[config.mk]
export PLATFORM = sky130hd
export DESIGN_NAME = alsup_top
export DESIGN_NICKNAME = d
export VERILOG_FILES = /design/src/alsup_pkg.sv /design/src/alsup_qual.sv /design/src/alsup_top.sv
export SDC_FILE = /design/constraint.sdc
export NUM_CORES = 1
export LEC_CHECK = 0
export BUFFER_PORTS_ARGS = -buffer_cell sky130_fd_sc_hd__buf_2
export CORE_AREA = 2 2 254 256
export CTS_CLUSTER_DIAMETER = 120
export DETAILED_ROUTE_END_ITERATION = 10
export DIE_AREA = 0 0 256 258
export SETUP_SLACK_MARGIN = 0.3
export SLEW_MARGIN = 10
export SYNTH_ARGS = -nofsm -noshare
export SYNTH_HDL_FRONTEND = slang
export SYNTH_HIERARCHICAL = 1
export SYNTH_SLANG_ARGS = --single-unit
[constraint.sdc]
create_clock -name ref_clk_in -period 9.9 [get_ports ref_clk_in]
set_clock_uncertainty 0.05 [all_clocks]
set_input_delay 0.495 -clock ref_clk_in [delete_from_list [all_inputs] [get_ports ref_clk_in]]
set_output_delay 0.495 -clock ref_clk_in [all_outputs]
set_load 0.05 [all_outputs]
[src/alsup_pkg.sv]
package alsup_pkg;

    localparam int unsigned CLK_HZ = 40000000;
    localparam int unsigned TICK_CYCLES = CLK_HZ;
    localparam logic [25:0] TICK_LAST = 26'(TICK_CYCLES - 1);

    // default persistence and hold times, seconds
    localparam logic [7:0] TEMP_ERR_S_RST = 8'h28;
    localparam logic [7:0] TEMP_OK_S_RST = 8'h28;
    localparam logic [7:0] DOOR_ERR_S_RST = 8'h02;
    localparam logic [7:0] DOOR_OK_S_RST = 8'h05;
    localparam logic [7:0] SPD_ERR_S_RST = 8'h14;
    localparam logic [7:0] SPD_OK_S_RST = 8'h14;
    // tolerances: temperature in 0.1 degC, speed in rpm
    localparam logic [15:0] TEMP_TOL_RST = 16'h001e;
    localparam logic [15:0] SPD_TOL_RST = 16'h000a;
    localparam logic signed [15:0] TEMP_TRIM_RST = 16'sh0000;
    localparam logic [7:0] FULL_RESET_S = 8'h03;

    localparam int unsigned N_TYPES = 4;
    localparam int unsigned TYP_TEMP = 0;
    localparam int unsigned TYP_DOOR = 1;
    localparam int unsigned TYP_SPD = 2;
    localparam int unsigned TYP_PWR = 3;

    typedef enum logic [1:0] {
        ALSUP_IDLE = 2'b00,
        ALSUP_PEND = 2'b01,
        ALSUP_FAULT = 2'b10,
        ALSUP_HOLD = 2'b11
    } alsup_state_e;

    typedef struct packed {
        logic enable;
        logic buzzer_en;
        logic [7:0] err_s;
        logic [7:0] ok_s;
    } alsup_qual_cfg_s;

    typedef struct packed {
        logic [15:0] count;
        logic [31:0] start_time;
        logic [31:0] end_time;
    } alsup_log_s;

endpackage

[src/alsup_qual.sv]
module alsup_qual
    import alsup_pkg::*;
(
    input wire logic ref_clk_in,
    input wire logic reset_in,
    input wire logic tick_in,
    input wire logic bad_in,
    input wire alsup_qual_cfg_s cfg_in,
    output logic fault_out,
    output logic raise_out,
    output logic clear_out
);

    alsup_state_e state_q;
    logic [7:0] secs_q;

    always_ff @(posedge ref_clk_in)
    begin
        raise_out <= 1'b0;
        clear_out <= 1'b0;
        if (reset_in || !cfg_in.enable)
        begin
            state_q <= ALSUP_IDLE;
            secs_q <= 8'h00;
        end
        else
        begin
            unique case (state_q)
                ALSUP_IDLE:
                    if (bad_in)
                    begin
                        state_q <= ALSUP_PEND;
                        secs_q <= 8'h00;
                    end
                ALSUP_PEND:
                    if (!bad_in)
                        state_q <= ALSUP_IDLE; // see RQ24
                    else if (secs_q >= cfg_in.err_s)
                    begin
                        state_q <= ALSUP_FAULT; // see RQ2
                        raise_out <= 1'b1;
                    end
                    else if (tick_in)
                        secs_q <= secs_q + 8'h01;
                ALSUP_FAULT:
                    if (!bad_in)
                    begin
                        state_q <= ALSUP_HOLD;
                        secs_q <= 8'h00;
                        clear_out <= 1'b1;
                    end
                ALSUP_HOLD:
                    if (bad_in)
                        secs_q <= 8'h00; // see RQ24
                    else if (secs_q >= cfg_in.ok_s)
                        state_q <= ALSUP_IDLE; // see RQ3
                    else if (tick_in)
                        secs_q <= secs_q + 8'h01;
            endcase
        end
    end

    assign fault_out = (state_q == ALSUP_FAULT);

endmodule

[src/alsup_top.sv]
// How it works
// RQ1 - temperature faults only when alarm enabled
// RQ2 - temperature fault after persistence time
// RQ3 - temperature re-arm after in-band hold
// RQ4 - temperature band: setpoint minus/plus tolerances
// RQ5 - door fault after cover open persistence
// RQ6 - door re-arm after closed hold
// RQ7 - speed fault after persistence time
// RQ8 - speed re-arm after in-band hold
// RQ9 - speed band: setpoint minus/plus tolerances
// RQ10 - per-type buzzer enable
// RQ11 - power alarm enable setting
// RQ12 - lamp, buzzer and log on alarm
// RQ13 - collective alarm contact reports alarm
// RQ14 - confirm key clears lamp, buzzer, contact
// RQ15 - open door stops drive and heater
// RQ16 - no start unless both doors closed
// RQ17 - power loss keeps elapsed time, resumes
// RQ18 - power enable affects indication only; code also gates the power log entry with it
// RQ19 - settings held in nonvolatile store
// RQ20 - signed trim added to temperature reading
// RQ21 - long reset key erases everything
// RQ22 - relay closed normally, open on alarm
// RQ23 - log counts, start and end times
// RQ24 - timers count seconds, restart on drop
// RQ25 - independent machine per alarm type
module alsup_top
    import alsup_pkg::*;
(
    input wire logic ref_clk_in,
    input wire logic reset_in,
    input wire logic signed [15:0] temp_raw_in,
    input wire logic signed [15:0] temp_set_in,
    input wire logic signed [15:0] temp_trim_in,
    input wire logic [15:0] temp_tol_lo_in,
    input wire logic [15:0] temp_tol_hi_in,
    input wire logic [15:0] speed_act_in,
    input wire logic [15:0] speed_set_in,
    input wire logic [15:0] speed_tol_lo_in,
    input wire logic [15:0] speed_tol_hi_in,
    input wire alsup_qual_cfg_s temp_cfg_in,
    input wire alsup_qual_cfg_s door_cfg_in,
    input wire alsup_qual_cfg_s speed_cfg_in,
    input wire logic pwr_alarm_en_in,
    input wire logic pwr_buzzer_en_in,
    input wire logic door1_closed_in,
    input wire logic door2_closed_in,
    input wire logic power_returned_in,
    input wire logic was_running_in,
    input wire logic start_key_in,
    input wire logic stop_key_in,
    input wire logic confirm_key_in,
    input wire logic reset_key_in,
    input wire logic [31:0] now_in,
    input wire logic [31:0] elapsed_saved_in,
    input wire logic [1:0] log_clear_in,
    input wire logic log_clear_stb_in,
    output logic signed [15:0] temp_corr_out,
    output logic lamp_out,
    output logic buzzer_out,
    output logic relay_closed_out,
    output logic drive_en_out,
    output logic heat_en_out,
    output logic running_out,
    output logic [31:0] elapsed_out,
    output logic full_reset_out,
    output alsup_log_s log_out [N_TYPES]
);

    // two-flop synchronisers for pins
    logic [6:0] pin_s1_q;
    logic [6:0] pin_s2_q;
    always_ff @(posedge ref_clk_in)
    begin
        pin_s1_q <= {door1_closed_in, door2_closed_in, power_returned_in,
            start_key_in, stop_key_in, confirm_key_in, reset_key_in};
        pin_s2_q <= pin_s1_q;
    end
    logic doors_closed;
    logic pwr_ret;
    logic start_k;
    logic stop_k;
    logic confirm_k;
    logic reset_k;
    assign doors_closed = pin_s2_q[6] & pin_s2_q[5];
    assign pwr_ret = pin_s2_q[4];
    assign start_k = pin_s2_q[3];
    assign stop_k = pin_s2_q[2];
    assign confirm_k = pin_s2_q[1];
    assign reset_k = pin_s2_q[0];

    // one-second tick
    logic [25:0] div_q;
    logic tick_q;
    always_ff @(posedge ref_clk_in)
    begin
        if (reset_in)
        begin
            div_q <= 26'h0000000;
            tick_q <= 1'b0;
        end
        else
        begin
            tick_q <= (div_q == TICK_LAST); // see RQ24
            div_q <= (div_q == TICK_LAST) ? 26'h0000000 : div_q + 26'h1;
        end
    end

    // corrected temperature and band compare
    logic signed [16:0] t_corr;
    logic signed [17:0] t_lo;
    logic signed [17:0] t_hi;
    logic [16:0] s_lo;
    logic [16:0] s_hi;
    logic temp_bad;
    logic speed_bad;
    assign t_corr = 17'(temp_raw_in) + 17'(temp_trim_in); // see RQ20
    assign t_lo = 18'(temp_set_in) - 18'(signed'({1'b0, temp_tol_lo_in}));
    assign t_hi = 18'(temp_set_in) + 18'(signed'({1'b0, temp_tol_hi_in}));
    assign temp_bad = (18'(t_corr) < t_lo) || (18'(t_corr) > t_hi); // see RQ4
    assign s_lo = {1'b0, speed_set_in} - {1'b0, speed_tol_lo_in};
    assign s_hi = {1'b0, speed_set_in} + {1'b0, speed_tol_hi_in};
    assign speed_bad = ({1'b0, speed_act_in} < s_lo && !s_lo[16])
        || ({1'b0, speed_act_in} > s_hi); // see RQ9

    always_ff @(posedge ref_clk_in)
    begin
        if (reset_in)
            temp_corr_out <= TEMP_TRIM_RST;
        else
            temp_corr_out <= 16'(t_corr);
    end

    // independent qualifiers
    logic [2:0] q_fault;
    logic [2:0] q_raise;
    logic [2:0] q_clear;
    logic [2:0] q_bad;
    alsup_qual_cfg_s q_cfg [3];
    assign q_bad = {speed_bad & running_out, ~doors_closed, temp_bad};
    assign q_cfg[0] = temp_cfg_in; // see RQ1
    assign q_cfg[1] = door_cfg_in; // see RQ5
    assign q_cfg[2] = speed_cfg_in; // see RQ7

    genvar g;
    generate
        for (g = 0; g < 3; g++)
        begin : g_qual
            alsup_qual u_qual (
                .ref_clk_in(ref_clk_in),
                .reset_in(reset_in),
                .tick_in(tick_q),
                .bad_in(q_bad[g]),
                .cfg_in(q_cfg[g]),
                .fault_out(q_fault[g]),
                .raise_out(q_raise[g]),
                .clear_out(q_clear[g])
            ); // see RQ25, RQ2, RQ3, RQ5, RQ6, RQ7, RQ8
        end
    endgenerate

    // power loss event, on first return
    logic pwr_ret_q;
    logic pwr_raise;
    always_ff @(posedge ref_clk_in)
    begin
        if (reset_in)
            pwr_ret_q <= 1'b0;
        else
            pwr_ret_q <= pwr_ret;
    end
    assign pwr_raise = pwr_ret & ~pwr_ret_q & pwr_alarm_en_in; // see RQ11, RQ18

    logic [N_TYPES-1:0] raise;
    logic [N_TYPES-1:0] clear;
    logic [N_TYPES-1:0] buz_en;
    assign raise = {pwr_raise, q_raise};
    assign clear = {pwr_raise, q_clear};
    assign buz_en = {pwr_buzzer_en_in, speed_cfg_in.buzzer_en,
        door_cfg_in.buzzer_en, temp_cfg_in.buzzer_en};

    // alarm indication, latched until confirm
    logic [N_TYPES-1:0] ind_q;
    always_ff @(posedge ref_clk_in)
    begin
        if (reset_in)
            ind_q <= '0;
        else if (confirm_k && raise == '0)
            ind_q <= '0; // see RQ14
        else
            ind_q <= (confirm_k ? '0 : ind_q) | raise; // see RQ12
    end

    always_ff @(posedge ref_clk_in)
    begin
        if (reset_in)
        begin
            lamp_out <= 1'b0;
            buzzer_out <= 1'b0;
            relay_closed_out <= 1'b1;
        end
        else
        begin
            lamp_out <= |ind_q; // see RQ12
            buzzer_out <= |(ind_q & buz_en); // see RQ10
            relay_closed_out <= ~|ind_q; // see RQ13, RQ22
        end
    end

    // fault history log per type; a raise beats a clear strobe
    logic [N_TYPES-1:0] log_wipe;
    generate
        for (g = 0; g < N_TYPES; g++)
        begin : g_log
            assign log_wipe[g] = log_clear_stb_in && (log_clear_in == 2'(g));
            always_ff @(posedge ref_clk_in)
            begin
                if (reset_in || full_reset_out)
                    log_out[g] <= '0;
                else
                begin
                    if (raise[g])
                    begin
                        log_out[g].count <= log_wipe[g] ? 16'h1
                            : log_out[g].count + 16'h1; // see RQ23
                        log_out[g].start_time <= now_in; // see RQ23
                    end
                    else if (log_wipe[g])
                    begin
                        log_out[g].count <= 16'h0;
                        log_out[g].start_time <= 32'h0;
                    end
                    if (clear[g])
                        log_out[g].end_time <= now_in; // see RQ23
                    else if (log_wipe[g])
                        log_out[g].end_time <= 32'h0;
                end
            end
        end
    endgenerate

    // run control and door interlock
    always_ff @(posedge ref_clk_in)
    begin
        if (reset_in || full_reset_out)
        begin
            running_out <= 1'b0;
            elapsed_out <= 32'h0;
        end
        else if (pwr_ret && !pwr_ret_q)
        begin
            running_out <= was_running_in; // see RQ17
            elapsed_out <= elapsed_saved_in; // see RQ17
        end
        else if (stop_k)
            running_out <= 1'b0;
        else if (start_k && doors_closed)
            running_out <= 1'b1; // see RQ16
        else if (running_out && tick_q && doors_closed)
            elapsed_out <= elapsed_out + 32'h1;
    end

    always_ff @(posedge ref_clk_in)
    begin
        if (reset_in)
        begin
            drive_en_out <= 1'b0;
            heat_en_out <= 1'b0;
        end
        else
        begin
            drive_en_out <= running_out & doors_closed; // see RQ15
            heat_en_out <= running_out & doors_closed; // see RQ15
        end
    end

    // long press full reset; settings store outside is wiped on it
    logic [7:0] hold_s_q;
    always_ff @(posedge ref_clk_in)
    begin
        if (reset_in || !reset_k)
        begin
            hold_s_q <= 8'h00;
            full_reset_out <= 1'b0;
        end
        else
        begin
            full_reset_out <= 1'b0;
            if (tick_q && hold_s_q != 8'hff)
                hold_s_q <= hold_s_q + 8'h01;
            if (tick_q && hold_s_q == FULL_RESET_S - 8'h01)
                full_reset_out <= 1'b1; // see RQ21, RQ19
        end
    end

endmodule

==> results.json <==
{
  "ys_ff_latch": 432,
  "fin_crit_sh_pct": 51.3,
  "synth_edf_count": 0,
  "ys_types": 87,
  "ir_drop_uv": 126,
  "gr-total-overflow": 0,
  "avgRoutedWirePerCell_um": 18.9,
  "die_w_um": 256,
  "synthArstFlopShare_pct": 0,
  "drt_iter0_drc": 1456,
  "dieArea_mm2": 0.0660,
  "leakagePower_nw": 12.9,
  "path_cells": "buf_2, ha_1, nor2b_1, o21ai_0, a21oi_1, o21ai_1, a21oi_1, o21ai_0, a21oi_1, o41ai_1, o21bai_1, a21oi_1, xor2_1, ha_1, a211o_1, o221ai_1, a21o_1, a32o_1, nor3b_1, a21oi_1, and2_1, a21o_1, o311ai_0, o31ai_1",
  "worstPathArrival_ns": 5.47,
  "postSynthAreaPerCell_um2": 8.67,
  "drv_cap": 0,
  "grt_usage_pct": 22.4,
  "finalMaxSlewViolations": 0,
  "grt_pass1_wl_mm": 117,
  "final_nets": 3688,
  "r2r_start": "pin_s2_q[6]",
  "syn_area_mm2": 0.0228,
  "via_per_inst": 5.25,
  "remaining_drc_errors": 0,
  "ant_nets": 0,
  "min_from": "was_running_in",
  "num_rows": 93,
  "crit_path_max_fanout": 9,
  "fin_tns_setup_ns": 0,
  "grt_antenna_before_repair": 14,
  "cts_tree": "yes",
  "first_global_vias": 20031,
  "cts_resized": 0,
  "worstSetupStartpoint": "speed_set_in[1]",
  "synthFlopType": "dfxtp_1",
  "syn_to_final_growth_pct": 23.3,
  "drive_gt1_share_pct": 25.0,
  "crit_required_ns": 10.29,
  "clock_sinks": 432,
  "h-tree-depth": 2,
  "post-route-min-period_ns": 5.08,
  "gp_congestion": 0.909,
  "fmax_mhz": 197,
  "clk_pin_slew_ns": 0.06,
  "start_kind": "input pin",
  "ys_warn_count": 6,
  "routed_wl_mm": 77.5,
  "num_vias": 21521,
  "place_hpwl_mm": 58.5,
  "grt_max_degree": 185,
  "fin_cells": 4103,
  "root_buffer": "clkbuf_16",
  "clockBufferDepth": 3,
  "place_inst": 4006,
  "cp_slowest_cell": "o41ai_1",
  "critPathKind": "in -> reg",
  "port_buffers": 651,
  "synth_top_area_share_pct": 37.9,
  "rsz0062_at_grt": "no",
  "setup-violations-final": 0,
  "start_util_pct": 35.9,
  "die_height_um": 258,
  "cpPeakStageDelay_ns": 0.61,
  "synth_nets": 3113,
  "ys_seq_area_share_pct": 37.9,
  "finalHoldViolations": 0,
  "synth_top_cell_by_area": "dfxtp_1",
  "powerDensity_mw_per_mm2": 155,
  "timing.slew.headroom_pct": 26.6,
  "cts_made_buffers": 48,
  "tightestPinTransition_ns": 1.10,
  "coreArea_mm2": 0.0636,
  "crit_top_cell": "a21oi_1",
  "hp-class": "in -> reg",
  "status": "completed",
  "cp-end-kind": "flip-flop",
  "yosys-top-cells-area": "dfxtp_1 38%, ha_1 11%, a22oi_1 7.5%",
  "clock_latency_ns": 0.57,
  "synthCells": 2633,
  "io_pins": 652,
  "dr.pass1.iters": 6
}
[layout by cell type, fill, tap and decap left out, types with 10 or more instances in the layout]
| cell type | n |
|---|---|
| a21o_1 | 21 |
| xor2_1 | 100 |
| a22oi_1 | 227 |
| a311oi_1 | 11 |
| clkinv_2 | 10 |
| o21ai_0 | 98 |
| nor3_1 | 25 |
| ha_1 | 198 |
| and3_1 | 36 |
| a31oi_1 | 12 |
| xnor2_1 | 59 |
| nor2_1 | 408 |
| clkbuf_8 | 11 |
| buf_4 | 16 |
| o21bai_1 | 12 |
| or3_1 | 30 |
| and4_1 | 12 |
| nand2b_1 | 26 |
| nand2_1 | 130 |
| nand4_1 | 31 |
| a21oi_1 | 108 |
| nand3_1 | 64 |
| o21a_1 | 24 |
| buf_2 | 651 |
| inv_1 | 134 |
| o31ai_1 | 23 |
| nor2b_1 | 40 |
| and2_1 | 11 |
| clkbuf_16 | 48 |
| a211oi_1 | 40 |
| dfxtp_1 | 429 |
[per-layer routing]
metal	vias to the layer above	share of wire [%]	global-route usage [%]
li1	10536	-	-
met1	10111	44	29.3
met2	722	46	37.1
met3	138	6.7	4.37
met4	14	2.9	6.95
met5	-	0.12	0
[repair_timing]
item                      CTS  global route
setup buffers               0             0
hold buffers                7             0
hold endpoints to repair    7             0
[cell usage after synthesis (10+ instances only)]
| master | instances |
|---|---|
| dfxtp_1 | 432 |
| nor2_1 | 414 |
| a22oi_1 | 227 |
| ha_1 | 198 |
| inv_1 | 134 |
| nand2_1 | 130 |
| a21oi_1 | 108 |
| xor2_1 | 100 |
| o21ai_0 | 98 |
| clkbuf_1 | 82 |
| nand3_1 | 64 |
| xnor2_1 | 59 |
| a211oi_1 | 40 |
| nor2b_1 | 40 |
| and3_1 | 36 |
| buf_4 | 33 |
| nand4_1 | 31 |
| or3_1 | 30 |
| nand2b_1 | 27 |
| nor3_1 | 25 |
| o21a_1 | 24 |
| o31ai_1 | 23 |
| a21o_1 | 21 |
| buf_1 | 19 |
| a31oi_1 | 12 |
| and4_1 | 12 |
| o21bai_1 | 12 |
| a311oi_1 | 11 |
| and2_1 | 11 |
| buf_6 | 10 |
| or2_2 | 10 |
[path summary, 6_finish.rpt]
| path | endpoint | slack, ns | cells past startpoint |
|---|---|---|---|
| worst max-delay path | g_qual[2].u_qual/secs_q[7] | 4.82 | 24 |
| worst max register to register | elapsed_out[31] | 6.73 | 9 |
| worst min-delay path | running_out | 0.11 | 3 |
| worst min register to register | pin_s2_q[3] | 0.28 | 0 |
[logic make-up (layout without fill, tap and decap cells)]
group,Yosys count,after routing,share of synthesized area [%]
buf+inv,284,893,5.57
xor+xnor,159,159,6.10
flops,432,432,37.9
mux,6,6,0.269
fa+ha+maj,204,204,11.3
simple gates,879,879,18.4
other cells,0,6,0
compound gates,669,669,20.5
[through the flow]
| step | worst slack [ns] | power (mW) | utilization (%) | area, µm² | hold slack [ns] |
|---|---|---|---|---|---|
| after floorplan | 5.02 | 2.41 | - | 22800 | 0.260 |
| after global placement | 4.41 | 2.65 | 41.7 | 26600 | 0.261 |
| after detailed placement | 4.29 | 2.65 | 41.7 | 26600 | 0.262 |
| after CTS | 4.90 | 4.40 | 44.2 | 28100 | 0.0761 |
| after global routing | 4.42 | 4.56 | 44.2 | 28100 | 0.118 |
| final | 4.82 | 4.35 | 44.2 | 28200 | 0.112 |
[state kept, by name, summed over array words and instances (netlist names), 7 cells and up, named ones only]
signal	flops
temp_corr_out	16
hold_s_q	8
pin_s1_q	7
elapsed_out	32
log_out	288
div_q	26
pin_s2_q	7
g_qual.u_qual/secs_q	24
[report_power, final]
part           internal, mW  switching (mW)
registers              1.77          0.0264
logic                 0.309           0.518
clock network         0.974           0.756
[area by class of cell]
cell class                      count  area, µm²
Fill cell                        6573      35500
Antenna cell                        6       15.0
Inverter                          134        503
Clock inverter                     19        133
Multi-Input combinational cell   1917      12900
Timing Repair Buffer              675       3470
Clock buffer                       65       1380
Sequential cell                   432       8650
Tap cell                          855       1070
[critical path, delay by kind of cell]
| kind | cells | cell delay (ns) |
|---|---|---|
| adders and majority gates | 2 | 0.48 |
| and+or+nand+nor | 3 | 0.58 |
| xor gates and xnor gates | 1 | 0.09 |
| AOI/OAI and AO/OA | 17 | 3.68 |
| buffers and inverters | 1 | 0.14 |
(Power assumes the default switching activity.)
